## src/common/asp2_pkg.sv

```systemverilog
// Constants for the second asynchronous serial port: register map, field positions, rate scaling.
// Assumes an APB master with 32-bit data; each register sits in the low byte of one aligned word.
package asp2_pkg;
  // Register indices; the APB byte address is four times the index.
  localparam logic [15:0] RX_CONTROL_IDX   = 16'hfee8;
  localparam logic [15:0] TX_CONTROL_IDX   = 16'hfee9;
  localparam logic [15:0] BAUD_RELOAD_IDX  = 16'hfeea;
  localparam logic [15:0] TX_HOLDING_IDX   = 16'hfeeb;
  localparam logic [15:0] RX_HOLDING_IDX   = 16'hfeec;
  localparam logic [17:0] RX_CONTROL_ADDR  = {RX_CONTROL_IDX, 2'b00};
  localparam logic [17:0] TX_CONTROL_ADDR  = {TX_CONTROL_IDX, 2'b00};
  localparam logic [17:0] BAUD_RELOAD_ADDR = {BAUD_RELOAD_IDX, 2'b00};
  localparam logic [17:0] TX_HOLDING_ADDR  = {TX_HOLDING_IDX, 2'b00};
  localparam logic [17:0] RX_HOLDING_ADDR  = {RX_HOLDING_IDX, 2'b00};
  // Reset values.
  localparam logic [7:0]  RX_CONTROL_RST   = 8'h00;
  localparam logic [7:0]  TX_CONTROL_RST   = 8'h00;
  localparam logic [7:0]  BAUD_RELOAD_RST  = 8'h00;
  localparam logic [7:0]  TX_HOLDING_RST   = 8'h00;
  localparam logic [7:0]  RX_HOLDING_RST   = 8'h00;
  // rx_control fields.
  localparam int RC_RATE    = 7;
  localparam int RC_START   = 6;
  localparam int RC_RUN     = 5;
  localparam int RC_STOPERR = 4;
  localparam int RC_GENERAL = 3;
  localparam int RC_NINTH   = 2;
  localparam int RC_END     = 1;
  localparam int RC_IE      = 0;
  // tx_control fields.
  localparam int TC_RUN     = 7;
  localparam int TC_NINE    = 6;
  localparam int TC_OE      = 5;
  localparam int TC_TYPE    = 4;
  localparam int TC_SEVEN   = 3;
  localparam int TC_NINTH   = 2;
  localparam int TC_DONE    = 1;
  localparam int TC_IE      = 0;
  // Data lengths in bits.
  localparam logic [3:0]  LEN7 = 4'h7;
  localparam logic [3:0]  LEN8 = 4'h8;
  localparam logic [3:0]  LEN9 = 4'h9;
  // Bit period is (n+1) shifted by these, in thirds of a cycle: x8 fine, x32 coarse.
  localparam logic [2:0]  FINE_SHIFT   = 3'h3;
  localparam logic [2:0]  COARSE_SHIFT = 3'h5;
  // Thirds added per cycle: 3 gives bit ticks, 6 gives half-bit ticks.
  localparam logic [13:0] TX_STEP = 14'h0003;
  localparam logic [13:0] RX_STEP = 14'h0006;
endpackage

```

## src/asp2_uart.sv

```systemverilog
// Second asynchronous serial port: APB register file, transmitter and receiver.
// Assumes an APB master on mclk, rxd straight from a pin, port_dir_tx from port logic on mclk.
//
// Chosen here: register access over APB.
`timescale 1ns/1ps
module asp2_uart (
  input  wire logic        mclk,
  input  wire logic        rst_n,
  input  wire logic        psel,
  input  wire logic        penable,
  input  wire logic        pwrite,
  input  wire logic [17:0] paddr,
  input  wire logic [31:0] pwdata,
  output logic      [31:0] prdata,
  output logic             pready,
  output logic             pslverr,
  input  wire logic        rxd,
  input  wire logic        port_dir_tx,
  output logic             txd_out,
  output logic             txd_oe,
  output logic             tx_irq,
  output logic             rx_irq
);
  typedef enum logic [1:0] {
    TX_IDLE  = 2'b00,
    TX_LOAD  = 2'b01,
    TX_SHIFT = 2'b11,
    TX_STOP2 = 2'b10
  } asp2_tx_state_t;
  typedef enum logic {
    RX_IDLE = 1'b0,
    RX_BUSY = 1'b1
  } asp2_rx_state_t;

  // Bit period in thirds of a cycle, shared by both paths.
  function automatic logic [13:0] baud_period(input logic [7:0] n, input logic coarse);
    baud_period = ({6'h00, n} + 14'h0001) << (coarse ? asp2_pkg::COARSE_SHIFT : asp2_pkg::FINE_SHIFT);
  endfunction

  // Character length from the two select bits.
  function automatic logic [3:0] data_len(input logic nine, input logic seven);
    data_len = nine ? asp2_pkg::LEN9 : (seven ? asp2_pkg::LEN7 : asp2_pkg::LEN8);
  endfunction

  logic [7:0]     rx_ctl_reg,   rxc_next;
  logic [7:0]     tx_ctl_reg,   txc_next;
  logic [7:0]     baud_reg,     baud_next;
  logic [7:0]     txh_reg,      txh_next;
  logic [7:0]     rxh_reg,      rxh_next;
  asp2_tx_state_t tx_state_reg, tx_state_next;
  logic [10:0]    tx_sh_reg,    tx_sh_next;
  logic [3:0]     tx_cnt_reg,   tx_cnt_next;
  logic [13:0]    tx_acc_reg,   tx_acc_next;
  logic [13:0]    tx_per_reg,   tx_per_next;
  logic [3:0]     tx_len_reg,   tx_len_next;
  asp2_rx_state_t rx_state_reg, rx_state_next;
  logic [10:0]    rx_sh_reg,    rx_sh_next;
  logic [3:0]     rx_idx_reg,   rx_idx_next;
  logic           rx_half_reg,  rx_half_next;
  logic           rx_last_reg,  rx_last_next;
  logic [13:0]    rx_acc_reg,   rx_acc_next;
  logic [13:0]    rx_per_reg,   rx_per_next;
  logic [3:0]     rx_len_reg,   rx_len_next;
  logic [31:0]    prdata_reg,   prdata_next;
  logic           pready_reg,   pready_next;
  logic           pslverr_reg,  pslverr_next;
  logic           txd_out_reg,  txd_out_next;
  logic           txd_oe_reg,   txd_oe_next;
  logic           tx_irq_reg,   tx_irq_next;
  logic           rx_irq_reg,   rx_irq_next;
  logic           rx_sync1_reg;
  logic           rx_sync2_reg;
  logic           rx_prev_reg;
  logic           wr_en;
  logic           setup;
  logic           tx_tick;
  logic           rx_tick;
  logic           rx_fall;
  logic           rx_done;
  logic           tx_line;
  logic           tx_drive;
  logic [8:0]     tx_word;
  logic [7:0]     rd_val;
  logic           rd_hit;

  // Writes take effect only at the access edge where pready is high.
  assign setup   = psel & ~penable;
  assign wr_en   = psel & penable & pwrite & pready_reg;
  assign tx_tick = (tx_acc_reg + asp2_pkg::TX_STEP) >= tx_per_reg;
  assign rx_tick = (rx_acc_reg + asp2_pkg::RX_STEP) >= rx_per_reg;
  // The edge detector reads only the second synchroniser stage and its delayed copy.
  assign rx_fall = rx_prev_reg & ~rx_sync2_reg;
  assign prdata  = prdata_reg;
  assign pready  = pready_reg;
  assign pslverr = pslverr_reg;
  assign txd_out = txd_out_reg;
  assign txd_oe  = txd_oe_reg;
  assign tx_irq  = tx_irq_reg;
  assign rx_irq  = rx_irq_reg;

  // Read decode; the shifters have no address and stay hidden.
  always_comb begin
    rd_hit = 1'b1;
    case (paddr)
      asp2_pkg::RX_CONTROL_ADDR:  rd_val = rx_ctl_reg;
      asp2_pkg::TX_CONTROL_ADDR:  rd_val = tx_ctl_reg;
      asp2_pkg::BAUD_RELOAD_ADDR: rd_val = baud_reg;
      asp2_pkg::TX_HOLDING_ADDR:  rd_val = txh_reg;
      asp2_pkg::RX_HOLDING_ADDR:  rd_val = rxh_reg;
      default: begin
        rd_val = 8'h00;
        rd_hit = 1'b0;
      end
    endcase
  end

  // Next state of registers, both serial paths and pins.
  always_comb begin
    rxc_next      = rx_ctl_reg;
    txc_next      = tx_ctl_reg;
    baud_next     = baud_reg;
    txh_next      = txh_reg;
    rxh_next      = rxh_reg;
    tx_state_next = tx_state_reg;
    tx_sh_next    = tx_sh_reg;
    tx_cnt_next   = tx_cnt_reg;
    tx_per_next   = tx_per_reg;
    tx_len_next   = tx_len_reg;
    tx_acc_next   = tx_tick ? tx_acc_reg + asp2_pkg::TX_STEP - tx_per_reg : tx_acc_reg + asp2_pkg::TX_STEP;
    rx_state_next = rx_state_reg;
    rx_sh_next    = rx_sh_reg;
    rx_idx_next   = rx_idx_reg;
    rx_half_next  = rx_half_reg;
    rx_last_next  = rx_last_reg;
    rx_per_next   = rx_per_reg;
    rx_len_next   = rx_len_reg;
    rx_acc_next   = rx_tick ? rx_acc_reg + asp2_pkg::RX_STEP - rx_per_reg : rx_acc_reg + asp2_pkg::RX_STEP;
    rx_done       = 1'b0;
    pready_next   = setup;
    pslverr_next  = setup & ~rd_hit;
    prdata_next   = setup ? {24'h00_0000, rd_val} : 32'h0000_0000;
    // register writes
    // Writes land first so that hardware events below win over them.
    if (wr_en) begin
      case (paddr)
        asp2_pkg::RX_CONTROL_ADDR:  rxc_next  = pwdata[7:0];
        asp2_pkg::TX_CONTROL_ADDR:  txc_next  = pwdata[7:0];
        asp2_pkg::BAUD_RELOAD_ADDR: baud_next = pwdata[7:0];
        asp2_pkg::TX_HOLDING_ADDR:  txh_next  = pwdata[7:0];
        asp2_pkg::RX_HOLDING_ADDR:  rxh_next  = pwdata[7:0];
        default: ;
      endcase
    end
    // transmit word
    // Unused upper positions fill with ones so they read as stop level.
    case (tx_len_reg)
      asp2_pkg::LEN9: tx_word = {tx_ctl_reg[asp2_pkg::TC_NINTH], txh_reg};
      asp2_pkg::LEN7: tx_word = {2'b11, txh_reg[6:0]};
      default:        tx_word = {1'b1, txh_reg};
    endcase
    case (tx_state_reg)
      TX_IDLE: begin
        tx_acc_next = 14'h0000;
        if (txc_next[asp2_pkg::TC_RUN]) begin
          tx_state_next = TX_LOAD;
          tx_per_next = baud_period(baud_next, rxc_next[asp2_pkg::RC_RATE]);
          tx_len_next = data_len(txc_next[asp2_pkg::TC_NINE], txc_next[asp2_pkg::TC_SEVEN]);
        end
      end
      TX_LOAD: begin
        tx_acc_next   = 14'h0000;
        tx_sh_next    = {1'b1, tx_word, 1'b0};
        tx_cnt_next   = tx_len_reg + 4'h2;
        txc_next[asp2_pkg::TC_DONE] = 1'b1;
        tx_state_next = TX_SHIFT;
      end
      TX_SHIFT: begin
        if (tx_tick) begin
          tx_sh_next  = {1'b1, tx_sh_reg[10:1]};
          tx_cnt_next = tx_cnt_reg - 4'h1;
          if (tx_cnt_reg == 4'h1) begin
            // continuous second stop
            // A cleared done flag means software queued the next character.
            if (!tx_ctl_reg[asp2_pkg::TC_DONE]) begin
              tx_state_next = TX_STOP2;
            end else begin
              txc_next[asp2_pkg::TC_RUN] = 1'b0;
              tx_state_next = TX_IDLE;
            end
          end
        end
      end
      TX_STOP2: begin
        if (tx_tick) begin
          tx_state_next = TX_LOAD;
        end
      end
      default: tx_state_next = TX_IDLE;
    endcase
    // Clearing tx_run mid-character abandons it and returns the line to idle.
    if (tx_state_reg != TX_IDLE && !txc_next[asp2_pkg::TC_RUN]) begin
      tx_state_next = TX_IDLE;
      tx_sh_next    = 11'h7ff;
    end
    case (rx_state_reg)
      RX_IDLE: begin
        rx_acc_next = 14'h0000;
        if (rxc_next[asp2_pkg::RC_START] && rx_fall) begin
          rx_state_next = RX_BUSY;
          rxc_next[asp2_pkg::RC_RUN] = 1'b1;
          rx_per_next  = baud_period(baud_next, rxc_next[asp2_pkg::RC_RATE]);
          rx_len_next  = data_len(txc_next[asp2_pkg::TC_NINE], txc_next[asp2_pkg::TC_SEVEN]);
          rx_idx_next  = 4'h0;
          rx_half_next = 1'b0;
        end
      end
      RX_BUSY: begin
        if (!rxc_next[asp2_pkg::RC_RUN]) begin
          rx_done = 1'b1;
        end else if (rx_tick) begin
          rx_half_next = ~rx_half_reg;
          // mid-bit sampling
          // Half-bit ticks alternate between bit middles and bit boundaries.
          if (!rx_half_reg) begin
            rx_sh_next[rx_idx_reg] = rx_sync2_reg;
            rx_last_next = rx_sync2_reg;
            rx_idx_next  = rx_idx_reg + 4'h1;
            if (rx_idx_reg == rx_len_reg + 4'h1) begin
              rx_done = 1'b1;
            end
          end
        end
      end
      default: rx_state_next = RX_IDLE;
    endcase
    if (rx_done) begin
      rx_state_next = RX_IDLE;
      rxc_next[asp2_pkg::RC_RUN] = 1'b0;
      rxc_next[asp2_pkg::RC_END] = 1'b1;
      if (!rx_last_next) begin
        rxc_next[asp2_pkg::RC_STOPERR] = 1'b1;
      end
      if (rx_len_reg == asp2_pkg::LEN9) begin
        rxc_next[asp2_pkg::RC_NINTH] = rx_sh_next[9];
      end
      rxh_next = (rx_len_reg == asp2_pkg::LEN7) ? {1'b0, rx_sh_next[7:1]} : rx_sh_next[8:1];
    end
    // output suppression
    // Open drain drives only the low level; CMOS drives both.
    tx_line      = (tx_state_reg == TX_SHIFT) ? tx_sh_reg[0] : 1'b1;
    tx_drive     = tx_ctl_reg[asp2_pkg::TC_OE] & ~port_dir_tx;
    txd_out_next = tx_ctl_reg[asp2_pkg::TC_TYPE] & tx_line;
    txd_oe_next  = tx_drive & (tx_ctl_reg[asp2_pkg::TC_TYPE] | ~tx_line);
    tx_irq_next  = tx_ctl_reg[asp2_pkg::TC_IE] & tx_ctl_reg[asp2_pkg::TC_DONE];
    rx_irq_next  = rx_ctl_reg[asp2_pkg::RC_IE] & rx_ctl_reg[asp2_pkg::RC_END];
  end

  // Registers of the whole block except the receive-pin synchroniser.
  always_ff @(posedge mclk or negedge rst_n) begin
    if (!rst_n) begin
      rx_ctl_reg   <= asp2_pkg::RX_CONTROL_RST;
      tx_ctl_reg   <= asp2_pkg::TX_CONTROL_RST;
      baud_reg     <= asp2_pkg::BAUD_RELOAD_RST;
      txh_reg      <= asp2_pkg::TX_HOLDING_RST;
      rxh_reg      <= asp2_pkg::RX_HOLDING_RST;
      tx_state_reg <= TX_IDLE;
      tx_sh_reg    <= 11'h7ff;
      tx_cnt_reg   <= 4'h0;
      tx_acc_reg   <= 14'h0000;
      tx_per_reg   <= 14'h0000;
      tx_len_reg   <= 4'h8;
      rx_state_reg <= RX_IDLE;
      rx_sh_reg    <= 11'h000;
      rx_idx_reg   <= 4'h0;
      rx_half_reg  <= 1'b0;
      rx_last_reg  <= 1'b1;
      rx_acc_reg   <= 14'h0000;
      rx_per_reg   <= 14'h0000;
      rx_len_reg   <= 4'h8;
      prdata_reg   <= 32'h0000_0000;
      pready_reg   <= 1'b0;
      pslverr_reg  <= 1'b0;
      txd_out_reg  <= 1'b0;
      txd_oe_reg   <= 1'b0;
      tx_irq_reg   <= 1'b0;
      rx_irq_reg   <= 1'b0;
    end else begin
      rx_ctl_reg   <= rxc_next;
      tx_ctl_reg   <= txc_next;
      baud_reg     <= baud_next;
      txh_reg      <= txh_next;
      rxh_reg      <= rxh_next;
      tx_state_reg <= tx_state_next;
      tx_sh_reg    <= tx_sh_next;
      tx_cnt_reg   <= tx_cnt_next;
      tx_acc_reg   <= tx_acc_next;
      tx_per_reg   <= tx_per_next;
      tx_len_reg   <= tx_len_next;
      rx_state_reg <= rx_state_next;
      rx_sh_reg    <= rx_sh_next;
      rx_idx_reg   <= rx_idx_next;
      rx_half_reg  <= rx_half_next;
      rx_last_reg  <= rx_last_next;
      rx_acc_reg   <= rx_acc_next;
      rx_per_reg   <= rx_per_next;
      rx_len_reg   <= rx_len_next;
      prdata_reg   <= prdata_next;
      pready_reg   <= pready_next;
      pslverr_reg  <= pslverr_next;
      txd_out_reg  <= txd_out_next;
      txd_oe_reg   <= txd_oe_next;
      tx_irq_reg   <= tx_irq_next;
      rx_irq_reg   <= rx_irq_next;
    end
  end

  // Two-stage synchroniser for the receive pin, then a delayed copy for edges.
  always_ff @(posedge mclk or negedge rst_n) begin
    if (!rst_n) begin
      rx_sync1_reg <= 1'b1;
      rx_sync2_reg <= 1'b1;
      rx_prev_reg  <= 1'b1;
    end else begin
      rx_sync1_reg <= rxd;
      rx_sync2_reg <= rx_sync1_reg;
      rx_prev_reg  <= rx_sync2_reg;
    end
  end
endmodule // asp2_uart

```

## config.mk

```make
export PLATFORM = sky130hd
export DESIGN_NAME = asp2_uart
export DESIGN_NICKNAME = d
export VERILOG_FILES = /design/src/common/asp2_pkg.sv /design/src/asp2_uart.sv
export SDC_FILE = /design/constraint.sdc
export NUM_CORES = 1
export LEC_CHECK = 0
export BUFFER_PORTS_ARGS = -buffer_cell sky130_fd_sc_hd__buf_2
export CORE_MARGIN = 2
export CORE_UTILIZATION = 60
export DETAILED_ROUTE_END_ITERATION = 7
export GPL_ROUTABILITY_DRIVEN = 0
export GPL_TIMING_DRIVEN = 0
export PLACE_DENSITY = 0.81
export SLEW_MARGIN = 10
export SYNTH_ARGS = -nofsm -noshare
export SYNTH_HDL_FRONTEND = slang
export SYNTH_SLANG_ARGS = --single-unit
```

## constraint.sdc

```tcl
create_clock -name mclk -period 8.6 [get_ports mclk]
set_input_delay 2.15 -clock mclk [delete_from_list [all_inputs] [get_ports mclk]]
set_output_delay 2.15 -clock mclk [all_outputs]
set_load 0.05 [all_outputs]
```

==> results.rst <==
.. list-table::
   :header-rows: 1

   * - Metric
     - Value
   * - Run status
     - finished, final reports clean
   * - IO buf count
     - 44
   * - Antenna violations before repair
     - 0
   * - Number of flops mapped to enable cells by yosys
     - 0
   * - Syn_area_per_cell
     - ~9.5 µm²
   * - Max FO, Critical Path
     - 10
   * - Post-synthesis cell area
     - about 9000 µm²
   * - Startpoint types
     - input port
   * - Async set-reset flop share out of synthesis
     - 100%
   * - Length of routed met3 wiring
     - between 1 and 1.5 mm
   * - CTS Root Buffer Type
     - sky130_fd_sc_hd__clkbuf_16
   * - Average detailed-routed wire length per instance
     - between 15 and 20 µm
   * - Setup Buffers After CTS
     - 0
   * - Antenna Nets Post-Route
     - 0
   * - Data arrival at the endpoint of the critical path
     - around 5.4 ns
   * - Setup Crit Path Kind
     - in -> reg
   * - Utilization of the core after routing
     - 69.4%
   * - Number of clock buffers inserted by TritonCTS
     - 17
   * - CTS tree
     - yes
   * - Setup TNS after final layout
     - 0 ns
   * - Chip Height
     - 126 µm
   * - Post-DP HPWL
     - about 15 mm
   * - Synth unique cells
     - 76
   * - Post-route clock skew
     - approximately 0.0069 ns
   * - Wire length of the first global-routing pass
     - between 30 and 40 mm
   * - Worst Hold Slack
     - about 0.36 ns
   * - Drt first pass iters
     - 6
   * - Total wirelength of the detailed-routed design
     - 21.1 mm
   * - Final-report hold violation count
     - 0
   * - Clock period minus worst slack
     - 5.11 ns
   * - R2R setup slack
     - roughly 4.1 ns
   * - Count of max-cap constraint violations
     - 0
   * - Internal power component
     - about 1.1 mW
   * - Worst hold path cell count
     - 0
   * - Number of synthesized register bits
     - approximately 150
   * - Maximum number of pins on one net before global-route repair
     - just under 80
   * - Worst hold path class
     - reg -> reg
   * - Combinational power share
     - between 4 and 5%
   * - M1 WL
     - roughly 9 mm
   * - Switching power share of the total
     - between 20% and 30%
   * - Portion of the post-synthesis area used by sequential elements
     - between 40 and 50%
   * - All-layer global routing usage
     - between 20% and 30%
   * - Total number of H-tree levels
     - 4
   * - Cells after synthesis
     - between 900 and 1k
   * - Die span in x
     - roughly 130 µm
   * - DRC viols
     - 0
   * - Fraction of final layout cells with drive strength greater than 1
     - a little under a fifth
   * - Floorplan core area
     - 14600 µm²
   * - Hold Path End
     - rx_sync2_reg$_DFF_PN1_
   * - Setup repair after global routing missed its margin
     - false
   * - Final nets
     - roughly 1.1k
   * - Clock insertion delay at the later pin of the skew report
     - approximately 0.44 ns
   * - Number of global-route vias before repair
     - between 7k and 8k
   * - Via count normalized by instance count
     - between 5 and 6
   * - Number of endpoints failing setup at the final stage
     - 0
   * - Reg2reg end
     - rx_ctl_reg[4]$_DFF_PN0_
   * - Fraction of power consumed by sequential logic
     - 47.5%
   * - Total design power
     - 1.47 mW
   * - Fill cells
     - 1089
   * - Full die area
     - ~16000 µm²
   * - Length of routed met2 wiring
     - roughly 10 mm
   * - Number of buffers added to fix hold violations after cts
     - 0
   * - Effective utilization at floorplan
     - between 60% and 70%
   * - Non-filler instance count after layout
     - roughly 1.2k
   * - Part of the power in the clock network
     - 47.6%
   * - Std-Cell Rows
     - 44
   * - Synth warnings
     - 0
   * - VDD IR max
     - about 0.16 mV
   * - Slew Limit Headroom
     - 28.3%
   * - Overflow after GRT
     - 0
   * - Number of cells upsized or downsized after cts
     - 0
   * - Via total after detailed routing
     - ~7.3k
   * - I/O pin count
     - 95
   * - Clk pin slew, worst setup/hold paths
     - 0.06 ns
   * - Actual transition at the worst max-transition pin
     - ~1.1 ns
   * - Period utilization
     - between 50% and 60%
   * - Maximum frequency from static timing analysis
     - between 150 and 200 MHz
   * - Max FFs per register
     - 14
   * - Most common flop cell mapped by yosys
     - sky130_fd_sc_hd__dfrtp_1
   * - CP Data Required Time
     - between 8 and 9 ns
   * - Leakage
     - 4.78 nW
   * - Bufs on Longest Clock Path
     - 2
   * - NetSw
     - ~350 µW
   * - Number of DRC violations after detailed-routing iteration 0
     - 589
   * - Path depth of the worst reg2reg path
     - 16
   * - Worst R2R Start
     - rx_acc_reg[1]$_DFF_PN0_
   * - Number of pins exceeding their max-slew limit in the final report
     - 0
   * - DP Cell Count
     - 1202
   * - # diodes
     - 0
   * - Area Overhead vs Synth
     - 12.6%
   * - Endpoint class of the critical path
     - register
   * - Number of clock sinks seen by CTS
     - between 100 and 150
   * - Power density over cell area
     - 145 nW/µm²
   * - HP Start
     - rx_sync1_reg$_DFF_PN1_
   * - Top layer used by detailed routing
     - met4
## synth_stat cells, drive strengths merged (14+ instances only)
master	count	share of area, %
buf	34	2.7
nand3	40	2.3
dfstp	16	4.7
mux2i	35	3.9
a21oi	38	2.2
ha	42	5.8
nor2	80	3.4
inv	62	2.6
dfrtp	132	37
xnor2	31	3.0
nor4	14	1.0
o21ai	39	2.2
clkbuf	28	1.2
nand2	100	4.2
xor2	18	1.8
nor3	22	1.2
mux2	47	5.9
## placed cells by master, fill, tap and decap left out, types with 5 or more instances in the layout
master,netlist,routed
sky130_fd_sc_hd__clkbuf_16,0,17
sky130_fd_sc_hd__a211oi_1,11,11
sky130_fd_sc_hd__nand2_1,98,98
sky130_fd_sc_hd__a31oi_1,6,6
sky130_fd_sc_hd__a222oi_1,7,7
sky130_fd_sc_hd__nor3_1,22,22
sky130_fd_sc_hd__buf_4,25,25
sky130_fd_sc_hd__a31o_2,6,6
sky130_fd_sc_hd__o21a_1,11,11
sky130_fd_sc_hd__conb_1,1,24
sky130_fd_sc_hd__or3_1,10,10
sky130_fd_sc_hd__ha_1,42,42
sky130_fd_sc_hd__buf_2,2,45
sky130_fd_sc_hd__nand2b_1,5,5
sky130_fd_sc_hd__xor2_1,18,18
sky130_fd_sc_hd__nor2b_1,8,8
sky130_fd_sc_hd__a21o_1,9,9
sky130_fd_sc_hd__a21oi_1,37,37
sky130_fd_sc_hd__inv_1,61,61
sky130_fd_sc_hd__mux2i_1,34,34
sky130_fd_sc_hd__nor4_1,13,12
sky130_fd_sc_hd__nor2_1,78,78
sky130_fd_sc_hd__clkbuf_1,28,30
sky130_fd_sc_hd__mux2_2,47,47
sky130_fd_sc_hd__dfstp_2,16,16
sky130_fd_sc_hd__nand3_1,39,39
sky130_fd_sc_hd__dfrtp_1,132,132
sky130_fd_sc_hd__nand4_1,7,7
sky130_fd_sc_hd__o21ai_1,5,5
sky130_fd_sc_hd__and3_1,9,9
sky130_fd_sc_hd__o311ai_0,9,9
sky130_fd_sc_hd__xnor2_1,31,31
sky130_fd_sc_hd__and2_1,9,9
sky130_fd_sc_hd__o21ai_0,34,34
sky130_fd_sc_hd__o31ai_1,10,10
## power groups by stage
stage	combinational, mW	clock (mW)	sequential, mW
after floorplan	0.0400	0	0.713
after global placement	0.0691	0	0.711
after detailed placement	0.0721	0	0.711
after CTS	0.0723	0.709	0.699
after global routing	0.0774	0.734	0.699
final	0.0721	0.701	0.699
## how the worst max path moves through the flow
stage	start	endpoint	slack (ns)	cells after the start
3_5_place_dp	paddr[0]	rx_ctl_reg[4]$_DFF_PN0_	3.11	8
4_1_cts	paddr[0]	rx_ctl_reg[4]$_DFF_PN0_	3.55	8
6_report	paddr[2]	rx_per_reg[11]$_DFFE_PN0P_	3.49	11
5_1_grt	paddr[0]	rx_ctl_reg[4]$_DFF_PN0_	3.15	8
3_3_place_gp	paddr[0]	rx_ctl_reg[4]$_DFF_PN0_	3.16	8
2_1_floorplan	paddr[0]	rx_per_reg[11]$_DFFE_PN0P_	3.91	11
## cells by family after synthesis
group	Yosys count	share of synthesized area [%]
AND/OR/NAND/NOR	321	17.6
adder cells (fa/ha/maj)	42	5.84
multiplexers	82	9.82
other	1	0.0417
AO/OA/AOI/OAI	183	14.0
flip-flops	148	41.4
XOR/XNOR	49	4.77
buffers and inverters	124	6.50
## final cells by class
class | count | area [µm²] | area share [%]
flip-flops and latches | 148 | 3720 | 36.8
plain buffers | 62 | 352 | 3.47
repair buffers | 45 | 258 | 2.54
multi-input cells | 701 | 4780 | 47.2
clock inverters | 12 | 106 | 1.05
inverters | 62 | 233 | 2.30
well taps | 184 | 230 | 2.27
clock buffers | 20 | 447 | 4.41
## stage by stage
step | setup WS (ns) | instance area (µm²)
after global routing | 3.15 | 10100
after CTS | 3.55 | 10100
after global placement | 3.16 | 9530
after detailed placement | 3.11 | 9570
final | 3.49 | 10100
after floorplan | 3.91 | 9080
## per-layer routing
layer  vias up  global-route usage (%)
met5         -                       0
met4         0                    10.5
met3        51                    5.78
met2       291                    44.4
met1      3505                    35.9
li1       3498                       -
## worst max-delay path, cell delays in order
cell and delay [ns]:
sky130_fd_sc_hd__buf_2 0.12, sky130_fd_sc_hd__nor4bb_1 0.63, sky130_fd_sc_hd__nand3_1 0.29, sky130_fd_sc_hd__nor2_2 0.52, sky130_fd_sc_hd__mux2i_1 0.27, sky130_fd_sc_hd__inv_1 0.12
sky130_fd_sc_hd__ha_1 0.14, sky130_fd_sc_hd__clkbuf_1 0.27, sky130_fd_sc_hd__o221ai_1 0.29, sky130_fd_sc_hd__o31ai_1 0.47, sky130_fd_sc_hd__o21ai_0 0.13
(Power assumes the default switching activity.)
